===== src/rtl/ssr_regs.svh =====
`ifndef SSR_REGS_SVH
`define SSR_REGS_SVH

// register selectors on the command port
`define SSR_SEL_QUES    3'h0
`define SSR_SEL_OPER    3'h1
`define SSR_SEL_ESR     3'h2
`define SSR_SEL_SRE     3'h3
`define SSR_SEL_STB     3'h4

// part selectors within a status register
`define SSR_PART_COND   3'h0
`define SSR_PART_PTR    3'h1
`define SSR_PART_NTR    3'h2
`define SSR_PART_EVT    3'h3
`define SSR_PART_ENA    3'h4

// bit 15 of every part is held at zero
`define SSR_PART_MASK   16'h7fff

// reset values
`define SSR_PTR_RST     16'h7fff
`define SSR_NTR_RST     16'h0000
`define SSR_EVT_RST     16'h0000
`define SSR_ENA_RST     16'h0000

// status byte bit positions
`define SSR_STB_ERRQ    2
`define SSR_STB_QUES    3
`define SSR_STB_MAV     4
`define SSR_STB_ESB     5
`define SSR_STB_MSS     6
`define SSR_STB_OPER    7
`define SSR_SRE_MASK    8'hbf

// operation-complete bit of the standard event status register
`define SSR_ESR_OPC     0

// response queued for the completion query
`define SSR_OPCQ_RESP   16'h0001

// error queue geometry
`define SSR_ERRQ_DEPTH  4'h8

`endif


===== src/rtl/ssr_pkg.sv =====
`default_nettype none
package ssr_pkg;

    typedef enum logic [2:0] {
        SSR_OP_READ  = 3'b000,
        SSR_OP_WRITE = 3'b001,
        SSR_OP_OPC   = 3'b010,
        SSR_OP_OPCQ  = 3'b011,
        SSR_OP_WAI   = 3'b100,
        SSR_OP_ERRQ  = 3'b101
    } ssr_op_t;

    typedef enum logic [1:0] {
        SSR_SY_IDLE = 2'b00,
        SSR_SY_WAI  = 2'b01,
        SSR_SY_OPCQ = 2'b10
    } ssr_sync_t;

    typedef struct packed {
        logic [15:0] cond;
        logic [15:0] ptr;
        logic [15:0] ntr;
        logic [15:0] evt;
        logic [15:0] ena;
    } ssr_scpi_t;

    typedef struct packed {
        ssr_op_t     op;
        logic [2:0]  sel;
        logic [2:0]  part;
        logic [15:0] wdata;
    } ssr_cmd_t;

    typedef struct packed {
        logic        valid;
        logic [15:0] data;
    } ssr_resp_t;

    typedef struct packed {
        ssr_scpi_t        ques;
        ssr_scpi_t        oper;
        logic [7:0]       esr;
        logic [7:0]       ese;
        logic [7:0]       sre;
        logic [7:0]       stb;
        logic [7:0][15:0] errq;
        logic [2:0]       wp;
        logic [2:0]       rp;
        logic [3:0]       cnt;
        logic             opc_armed;
        ssr_sync_t        sync;
        ssr_resp_t        rd;
        logic             srq;
        logic             oq_push;
    } ssr_state_t;

endpackage : ssr_pkg
`default_nettype wire


===== src/rtl/ssr_status.sv =====
// Overview of operation
// - QUES and OPER each have five 16-bit parts
// - bit 15 of every part reads zero
// - one source, same bit, all parts
// - condition follows hardware, read-only, never cleared
// - rising condition sets event if positive filter
// - falling condition sets event if negative filter
// - event latches filtered edges, read clears
// - summary is OR of event AND enable
// - error queue holds entries, read oldest first
// - output queue contents drive message-available bit
// - operation-complete sets bit 0 when done
// - completion query stalls, then queues response 1
// - wait command stalls until earlier commands finish
// - lower summary drives higher condition bit
// - enabled status byte rise raises service request
// - enabled event status sets summary bit
`timescale 1ns/1ns
`default_nettype none
`include "ssr_regs.svh"

module ssr_status (
    input  wire logic              clk,
    input  wire logic              reset,
    input  wire ssr_pkg::ssr_cmd_t cmd,
    input  wire logic              cmd_valid,
    output logic                   cmd_ready,
    output ssr_pkg::ssr_resp_t     rd,
    input  wire logic [14:0]       ques_cond_in,
    input  wire logic [14:0]       oper_cond_in,
    input  wire logic [7:0]        esr_set_in,
    input  wire logic              ops_pending,
    input  wire logic              err_push,
    input  wire logic [15:0]       err_code,
    input  wire logic              oq_not_empty,
    output logic                   oq_push,
    output logic [15:0]            oq_data,
    output logic [7:0]             status_byte,
    output logic                   srq
);

    ssr_pkg::ssr_state_t s_r;
    ssr_pkg::ssr_state_t s_nxt;

    // one step of a five-part status register
    function automatic ssr_pkg::ssr_scpi_t scpi_step(
        input ssr_pkg::ssr_scpi_t r,
        input logic [14:0]        cond_in,
        input logic               clr
    );
        ssr_pkg::ssr_scpi_t n;
        logic [15:0]        c;
        logic [15:0]        rise;
        logic [15:0]        fall;
        n    = r;
        c    = {1'b0, cond_in};
        rise = c & ~r.cond & r.ptr;
        fall = ~c & r.cond & r.ntr;
        n.cond = c;
        // set beats clear so an edge in the read cycle is kept
        n.evt = ((clr ? 16'h0000 : r.evt) | rise | fall)
                & `SSR_PART_MASK;
        return n;
    endfunction : scpi_step

    function automatic logic [15:0] scpi_read(
        input ssr_pkg::ssr_scpi_t r,
        input logic [2:0]         part
    );
        logic [15:0] v;
        case (part)
            `SSR_PART_COND: v = r.cond;
            `SSR_PART_PTR:  v = r.ptr;
            `SSR_PART_NTR:  v = r.ntr;
            `SSR_PART_EVT:  v = r.evt;
            `SSR_PART_ENA:  v = r.ena;
            default:        v = 16'h0000;
        endcase
        return v & `SSR_PART_MASK;
    endfunction : scpi_read

    function automatic ssr_pkg::ssr_scpi_t scpi_write(
        input ssr_pkg::ssr_scpi_t r,
        input logic [2:0]         part,
        input logic [15:0]        d
    );
        ssr_pkg::ssr_scpi_t n;
        n = r;
        case (part)
            `SSR_PART_PTR: n.ptr = d & `SSR_PART_MASK;
            `SSR_PART_NTR: n.ntr = d & `SSR_PART_MASK;
            `SSR_PART_ENA: n.ena = d & `SSR_PART_MASK;
            // condition and event parts ignore writes
            default:       n = r;
        endcase
        return n;
    endfunction : scpi_write

    logic             take;
    logic             is_rd;
    logic             is_wr;
    logic             ques_sum;
    logic             oper_sum;
    logic             esb;
    logic             clr_ques;
    logic             clr_oper;
    logic             clr_esr;
    logic             pop;
    logic             push;
    logic             opc_fire;
    logic [7:0]       stb_raw;
    logic [15:0]      rdata;

    assign cmd_ready   = (s_r.sync == ssr_pkg::SSR_SY_IDLE);
    assign rd          = s_r.rd;
    assign oq_push     = s_r.oq_push;
    assign oq_data     = `SSR_OPCQ_RESP;
    assign status_byte = s_r.stb;
    assign srq         = s_r.srq;

    always_comb begin
        s_nxt    = s_r;
        take     = cmd_valid && cmd_ready;
        is_rd    = take && (cmd.op == ssr_pkg::SSR_OP_READ);
        is_wr    = take && (cmd.op == ssr_pkg::SSR_OP_WRITE);
        clr_ques = is_rd && (cmd.sel == `SSR_SEL_QUES)
                   && (cmd.part == `SSR_PART_EVT);
        clr_oper = is_rd && (cmd.sel == `SSR_SEL_OPER)
                   && (cmd.part == `SSR_PART_EVT);
        clr_esr  = is_rd && (cmd.sel == `SSR_SEL_ESR)
                   && (cmd.part == `SSR_PART_EVT);
        pop      = take && (cmd.op == ssr_pkg::SSR_OP_ERRQ)
                   && (s_r.cnt != 4'h0);
        push     = err_push && (s_r.cnt != `SSR_ERRQ_DEPTH);

        // summaries climb the hierarchy into the status byte
        ques_sum = |(s_r.ques.evt & s_r.ques.ena);
        oper_sum = |(s_r.oper.evt & s_r.oper.ena);
        esb      = |(s_r.esr & s_r.ese);
        stb_raw  = 8'h00;
        stb_raw[`SSR_STB_ERRQ] = (s_r.cnt != 4'h0);
        stb_raw[`SSR_STB_QUES] = ques_sum;
        stb_raw[`SSR_STB_MAV]  = oq_not_empty;
        stb_raw[`SSR_STB_ESB]  = esb;
        stb_raw[`SSR_STB_OPER] = oper_sum;
        stb_raw[`SSR_STB_MSS]  = |(stb_raw & s_r.sre & `SSR_SRE_MASK);
        s_nxt.stb = stb_raw;
        // request on a 0-to-1 of an enabled bit; bit 6 never counts
        s_nxt.srq = |(stb_raw & ~s_r.stb & s_r.sre
                      & `SSR_SRE_MASK);

        s_nxt.ques = scpi_step(s_r.ques, ques_cond_in, clr_ques);
        s_nxt.oper = scpi_step(s_r.oper, oper_cond_in, clr_oper);

        // relies on ops_pending already covering earlier commands
        opc_fire = s_r.opc_armed && !ops_pending;
        if (opc_fire) begin
            s_nxt.opc_armed = 1'b0;
        end
        s_nxt.esr = (clr_esr ? 8'h00 : s_r.esr) | esr_set_in;
        s_nxt.esr[`SSR_ESR_OPC] = s_nxt.esr[`SSR_ESR_OPC]
                                  | opc_fire;

        // register reads answer one cycle after acceptance
        rdata = 16'h0000;
        case (cmd.sel)
            `SSR_SEL_QUES: rdata = scpi_read(s_r.ques, cmd.part);
            `SSR_SEL_OPER: rdata = scpi_read(s_r.oper, cmd.part);
            `SSR_SEL_ESR:  rdata = (cmd.part == `SSR_PART_ENA)
                                   ? {8'h00, s_r.ese}
                                   : {8'h00, s_r.esr};
            `SSR_SEL_SRE:  rdata = {8'h00, s_r.sre};
            `SSR_SEL_STB:  rdata = {8'h00, stb_raw};
            default:       rdata = 16'h0000;
        endcase
        s_nxt.rd.valid = 1'b0;
        s_nxt.rd.data  = s_r.rd.data;
        if (is_rd) begin
            s_nxt.rd.valid = 1'b1;
            s_nxt.rd.data  = rdata;
        end

        if (is_wr) begin
            case (cmd.sel)
                `SSR_SEL_QUES:
                    s_nxt.ques = scpi_write(s_nxt.ques, cmd.part,
                                            cmd.wdata);
                `SSR_SEL_OPER:
                    s_nxt.oper = scpi_write(s_nxt.oper, cmd.part,
                                            cmd.wdata);
                `SSR_SEL_ESR: begin
                    if (cmd.part == `SSR_PART_ENA) begin
                        s_nxt.ese = cmd.wdata[7:0];
                    end
                end
                `SSR_SEL_SRE: s_nxt.sre = cmd.wdata[7:0];
                default: s_nxt.sre = s_r.sre;
            endcase
        end

        // error queue: full drops the newest so history stays intact
        if (push) begin
            s_nxt.errq[s_r.wp] = err_code;
            s_nxt.wp = s_r.wp + 3'h1;
        end
        if (take && (cmd.op == ssr_pkg::SSR_OP_ERRQ)) begin
            s_nxt.rd.valid = 1'b1;
            s_nxt.rd.data  = pop ? s_r.errq[s_r.rp] : 16'h0000;
        end
        if (pop) begin
            s_nxt.rp = s_r.rp + 3'h1;
        end
        case ({push, pop})
            2'b10:   s_nxt.cnt = s_r.cnt + 4'h1;
            2'b01:   s_nxt.cnt = s_r.cnt - 4'h1;
            default: s_nxt.cnt = s_r.cnt;
        endcase

        // synchronisation commands
        s_nxt.oq_push = 1'b0;
        case (s_r.sync)
            ssr_pkg::SSR_SY_IDLE: begin
                if (take && cmd.op == ssr_pkg::SSR_OP_OPC) begin
                    s_nxt.opc_armed = 1'b1;
                end
                if (take && cmd.op == ssr_pkg::SSR_OP_OPCQ) begin
                    s_nxt.sync = ssr_pkg::SSR_SY_OPCQ;
                end
                if (take && cmd.op == ssr_pkg::SSR_OP_WAI) begin
                    s_nxt.sync = ssr_pkg::SSR_SY_WAI;
                end
            end
            ssr_pkg::SSR_SY_WAI: begin
                if (!ops_pending) begin
                    s_nxt.sync = ssr_pkg::SSR_SY_IDLE;
                end
            end
            ssr_pkg::SSR_SY_OPCQ: begin
                if (!ops_pending) begin
                    s_nxt.oq_push = 1'b1;
                    s_nxt.sync    = ssr_pkg::SSR_SY_IDLE;
                end
            end
            default: s_nxt.sync = ssr_pkg::SSR_SY_IDLE;
        endcase
    end

    always_ff @(posedge clk) begin
        if (reset) begin
            s_r           <= '0;
            s_r.ques.ptr  <= `SSR_PTR_RST;
            s_r.ques.ntr  <= `SSR_NTR_RST;
            s_r.ques.evt  <= `SSR_EVT_RST;
            s_r.ques.ena  <= `SSR_ENA_RST;
            s_r.oper.ptr  <= `SSR_PTR_RST;
            s_r.oper.ntr  <= `SSR_NTR_RST;
            s_r.oper.evt  <= `SSR_EVT_RST;
            s_r.oper.ena  <= `SSR_ENA_RST;
            s_r.sync      <= ssr_pkg::SSR_SY_IDLE;
        end else begin
            s_r <= s_nxt;
        end
    end

endmodule : ssr_status
`default_nettype wire


===== config.mk =====
export PLATFORM = sky130hd
export DESIGN_NAME = ssr_status
export DESIGN_NICKNAME = d
export VERILOG_FILES = /design/src/rtl/ssr_pkg.sv /design/src/rtl/ssr_status.sv
export VERILOG_INCLUDE_DIRS = /design/src /design/src/rtl
export SDC_FILE = /design/constraint.sdc
export NUM_CORES = 1
export LEC_CHECK = 0
export BUFFER_PORTS_ARGS = -buffer_cell sky130_fd_sc_hd__buf_2
export CAP_MARGIN = 20
export CORE_MARGIN = 1
export CORE_UTILIZATION = 55
export DETAILED_ROUTE_END_ITERATION = 8
export HOLD_SLACK_MARGIN = 0.02
export PLACE_DENSITY = 0.81
export SLEW_MARGIN = 0
export SYNTH_ARGS = -nofsm -noshare
export SYNTH_HDL_FRONTEND = slang
export SYNTH_SLANG_ARGS = --single-unit

===== constraint.sdc =====
create_clock -name clk -period 6.05 [get_ports clk]
set_input_delay 0.3025 -clock clk [delete_from_list [all_inputs] [get_ports clk]]
set_output_delay 0.3025 -clock clk [all_outputs]
set_load 0.02 [all_outputs]

-- Word level (Yosys, flattened, before mapping)
Index checks and enable logic that the tools add are counted.
- logic and storage cells: 150
- output and inout port bits: 44
- register bits after elaboration: 342
- add/sub/neg operators: 4
- magnitude comparators: 3
- bitwise gates (word level): 26
- eq/ne operators: 20
- reductions and logical operators: 41
- multiplexer cells: 24
- operators by type and width (cell ; number):
    15-bit case mux with 5 select lines ; 3
    15-bit bitwise AND ; 10
    128-bit bitwise mux ; 1
    15-bit NOT ; 4
    15-bit OR ; 4
    16-bit binary-select mux with 3-bit select ; 1
    16-bit demux with 3-bit select ; 1
    16-bit two-way mux ; 3
    17-bit two-way mux ; 2
    8-bit bitwise AND ; 4
    16-bit OR reduction ; 2
    15-bit two-way mux ; 2
    3-bit AND reduction ; 7
    3-bit by 2-bit equality test with 1-bit output, second input constant ; 6
    1-bit logical AND ; 17
    8-bit two-way mux ; 2
    7-bit OR reduction ; 2
    3-bit equality test, second input constant ; 4
    3-bit by 1-bit equality test with 1-bit output, second input constant ; 3
    3-bit zero test ; 3
    3-bit by 4-bit < comparator with 1-bit output, second input constant ; 2
    8-bit NOT ; 1
    8-bit OR ; 1
    4-bit case mux with 2 select lines ; 1
    21 further kinds ; 32

-- Longest topological paths before layout
- word-level depth: 8
- depth in mapped cells: 13

-- Worst setup path after synthesis
No wires, ideal clock.
- path kind: register -> register
- start point: register s_r[19] (netlist bit)
- end point: register s_r[25] (netlist bit)
- stages on the path, launching flop included: 14
- arrival: 2.612 ns
- setup slack: 3.368 ns
- period minus slack after synthesis: 2.682 ns
- library setup time: 0.070 ns
- cell sequence: dfxtp_1 -> inv_1 -> ha_1 -> and3b_1 -> buf_4 -> nand4_2 -> inv_1 -> ha_1 -> ha_1 -> a21o_2 -> a21oi_1 -> xnor2_1 -> or3_1 -> a21oi_1
- word-level cells in the longest chain between the ends: 6
- RTL lines (element ; RTL line ; source):
    start, declared ; ssr_status.sv:42 ; ssr_pkg::ssr_state_t s_r;
    start signal, assigned ; ssr_status.sv:261 ; s_r <= s_nxt;
    2-bit zero test * ; ssr_status.sv:114 ; assign cmd_ready = (s_r.sync == ssr_pkg::SSR_SY_IDLE);
    named net cmd_ready ; ssr_status.sv:27 ; output logic cmd_ready,
    1-bit logical AND * ; ssr_status.sv:123 ; take = cmd_valid && cmd_ready;
    1-bit logical AND * ; ssr_status.sv:132 ; pop = take && (cmd.op == ssr_pkg::SSR_OP_ERRQ)
    1-bit logical AND * ; ssr_status.sv:133 ; && (s_r.cnt != 4'h0);
    named net pop ; ssr_status.sv:108 ; logic pop;
    2-bit by 1-bit equality test with 1-bit output or 2-bit equality test (tied branches) ; ssr_status.sv:213 ; case ({push, pop})
    4-bit case mux with 2 select lines or 2-bit nonzero test (tied branches) ; n/a ;
Mark *: on every way through the listed nets, which the timed path passes. The rest lies on a longest branch.
A chain may end at the register's enable or synchronous reset.

-- Final worst setup path
- start point: register s_r[19] (netlist bit)
- end point: register s_r[25] (netlist bit)
- word-level cells in the longest chain between the ends: 6
- RTL lines (element ; RTL line):
    2-bit zero test * ; ssr_status.sv:114
    1-bit logical AND * ; ssr_status.sv:123
    1-bit logical AND * ; ssr_status.sv:132
    1-bit logical AND * ; ssr_status.sv:133
    named net pop ; ssr_status.sv:108
    2-bit by 1-bit equality test with 1-bit output or 2-bit equality test (tied branches) ; ssr_status.sv:213
    4-bit case mux with 2 select lines or 2-bit nonzero test (tied branches) ; n/a
Marked as above.

==> summary.txt <==
Timing
  • Worst hold slack: around 0.028 ns
  • Min Tclk post-route: 3.33 ns
  • Relative slew slack: roughly 28%
  • Final Max Tran Viols: 0
  • PnR worst setup slack: roughly 2.7 ns
  • Final setup fails: 0
  • Clk_skew: 0.0190 ns
  • Max Clk Rate: between 300 and 400 MHz
  • Crit share post-route: between 50% and 60%
  • TNS Setup: 0 ns
  • Worst Tran Pin Value: between 1 and 1.5 ns
  • RSZ-0062 raised after global routing: no
  • Final hold vios: 0

Drt
  • Vias: roughly 13k
  • WL per Instance: around 20 um
  • Met3 routed WL: about 3500 um
  • ANT nets after route: 0
  • Met2 routed WL: between 15000 and 20000 um
  • Via-per-instance ratio: 6.02
  • TritonRoute pass-1 iters: 7
  • DR DRC count: 0
  • 1st-iter DRT viols: 1364
  • Top Metal Used: met4
  • Met1 Wirelength: 17800 um
  • Final WL: around 42000 um

Critical path
  • Reg-to-Reg Start: s_r[19]$_SDFFE_PP0P_
  • CP startpoint kind: flop
  • CP top delay family: simple AND/OR/NAND/NOR gates
  • Buf+Inv Stages, Crit Path: 2
  • Critical path required time: around 6.5 ns
  • Worst Path Arrival: approximately 3.8 ns
  • Most frequent CP cell: ha_1
  • Crit-path max FO: 19
  • Critical path's slowest cell: nand4_2
  • CP Cell Sequence: inv_1, ha_1, and3b_1, nand4_2, inv_1, ha_1, ha_1, a21o_2, a21oi_1, xnor2_1, or3_1, a21oi_1
  • Reg2Reg Depth: 12
  • Class of the most critical setup path: reg -> reg
  • Reg-to-reg endpoint: s_r[25]$_SDFFE_PP0P_
  • R2r setup slk: approximately 2.7 ns
  • Critical path capture point type: flop
  • Crit-path max cell delay: about 0.50 ns

Logic synthesis
  • Post-synthesis sequential area ratio: about 43%
  • Post-synth top cells: dfxtp_1, nand2_1, nor2_1
  • Count leader, synth: dfxtp_1
  • Synthesized area: about 0.016 mm2
  • Syn avg cell area: just over 9 um2
  • Post-synth top flop: dfxtp_1
  • Post-synth EDFFs: 0
  • Synth area leaders: dfxtp_1, mux2i_1, nand2_1
  • Cells after Synth: about 1.7k
  • Cell variety after synth: 75
  • Post-synth ARST share: 0%
  • Yosys warning total: 0
  • Area leader, netlist: dfxtp_1
  • Top cell type's share of synthesized area: between 40% and 50%
  • Yosys reg bits: between 300 and 400

Place
  • DP HPWL: around 27000 um
  • RePlAce Congestion: between 0.8 and 0.9
  • Buffers on Ports: around 110
  • Dpl ws: around 2.7 ns

CTS
  • Post-CTS sizing: 0
  • Longest Clk Path Bufs: 3
  • Num CTS Buffers: 36
  • H-Tree Depth: 2
  • Worst-path clk slew: roughly 0.06 ns
  • CTS tree: yes
  • Root buf cell: clkbuf_16
  • CTS sink cnt: 340
  • Clock Latency Late Sink: approximately 0.54 ns

Die
  • Row count: 61
  • Core footprint: between 0.02 and 0.03 mm2
  • DIE AREA: a little under 0.03 mm2
  • I/O pin count: between 100 and 150
  • Die height: roughly 170 um
  • Width of the die: roughly 170 um
  • Starting density of the core: ~57%

GRT
  • Largest net degree at the start of global routing: 154
  • Total grt overflow: 0
  • Total global-route track usage: approximately 29%
  • Vias in the first global route: approximately 12k
  • Initial antenna violation count: 1
  • First-pass GRT wire length: 66300 um

Min path
  • WHS Path Cells: 2
  • Worst hold start: oper_cond_in[4]
  • Hold Path Class: in -> reg
  • Worst Hold End: s_r[260]$_SDFF_PP0_

Cells and area
  • Fillcell total: between 2k and 2.5k
  • Proportion of layout cells with a drive suffix above 1: between 10% and 20%
  • Area delta synth->final: 9.91%
  • Register Area: approximately 0.007 mm2
  • Multi-input gate area: 0.00796 mm2
  • Final core occ: 62.1%
  • Nets: ~1.9k

Outcome
  • Outcome: completed

Pwr
  • Peak supply drop: ~230 uV
  • Leak: about 6.7 nW
  • Pwr Density: 288 mW/mm2

Flow run
  • Max_cap viols: 0
==> flip-flops by register name, indices dropped and copies added, names as in the netlist <==
signal / flops
s_r: 315
rd: 17
status_byte: 6
oq_push: 1
srq: 1
==> cells in the final DEF (no fill, tap or decap), types with 8 or more instances in the layout <==
master         netlist  final
a211oi_1             8      8
a21oi_1            127    127
a221oi_1             9      9
a22oi_1             65     65
buf_2               42    108
buf_4               57     17
clkbuf_16            0     36
clkbuf_8             1     14
conb_1               2     18
dfxtp_1            340    338
dlygate4sd3_1        0     23
inv_1               11     11
mux2_2              26     26
mux2i_1            166    166
mux4_2              34     34
nand2_1            232    232
nand3_1             35     35
nand3b_1            61     61
nor2_1             225    225
nor2b_1             37     36
o21ai_0             62     62
o22ai_1             27     27
==> stage by stage <==
step	instances	total power, W	cell area, um2
floorplan	1756	0.00270	15900
global placement	2077	0.00279	16000
detailed placement	2077	0.00280	16000
CTS	2166	0.00504	17400
global route	2167	0.00518	17400
finish	2168	0.00503	17500
==> cells by family after synthesis <==
family | Yosys count | synth area share, %
AOI/OAI and AO/OA | 323 | 12.3
DFF | 340 | 42.9
other | 2 | 0.0473
buffers and inverters | 195 | 7.43
and+or+nand+nor | 637 | 19.0
xor gates and xnor gates | 8 | 0.441
muxes | 227 | 17.2
adders and majority gates | 8 | 0.678
==> metal layers <==
metal,up-vias,track usage [%]
li1,6049,-
met1,6338,38.4
met2,562,46.1
met3,103,4.49
met4,0,12.0
met5,-,0
==> what timing repair did <==
action / 4_1_cts / 5_1_grt
hold buffers: 23 / 0
endpoints found under the hold margin: 23 / 0
setup buffers: 0 / 0
==> worst max-delay path by stage <==
stage	depth (start not counted)	startpoint	end
4_1_cts	12	s_r[19]$_SDFFE_PP0P_	s_r[25]$_SDFFE_PP0P_
3_5_place_dp	8	cmd[18]	s_r[300]$_SDFF_PP0_
5_1_grt	12	s_r[19]$_SDFFE_PP0P_	s_r[25]$_SDFFE_PP0P_
3_3_place_gp	8	cmd[18]	s_r[296]$_SDFF_PP0_
2_1_floorplan	13	s_r[19]$_SDFFE_PP0P_	s_r[25]$_SDFFE_PP0P_
6_report	12	s_r[19]$_SDFFE_PP0P_	s_r[25]$_SDFFE_PP0P_
==> area by class of cell <==
type,instances,area share (%)
inverter,12,0.301
timing repair buffer,150,5.32
tap,378,2.71
clock buffer,56,6.40
sequential,340,39.0
clock inverter,10,0.638
antenna,1,0.0143
multi-input combinational,1221,45.6
==> where the power goes <==
part	internal (W)	switching [W]	total, W
Clock	0.00133	0.000931	0.00226
Sequential	0.00230	0.0000491	0.00235
Combinational	0.000163	0.000262	0.000426
Total	0.00379	0.00124	0.00503
Note: power is estimated with default switching activity, not from simulation.
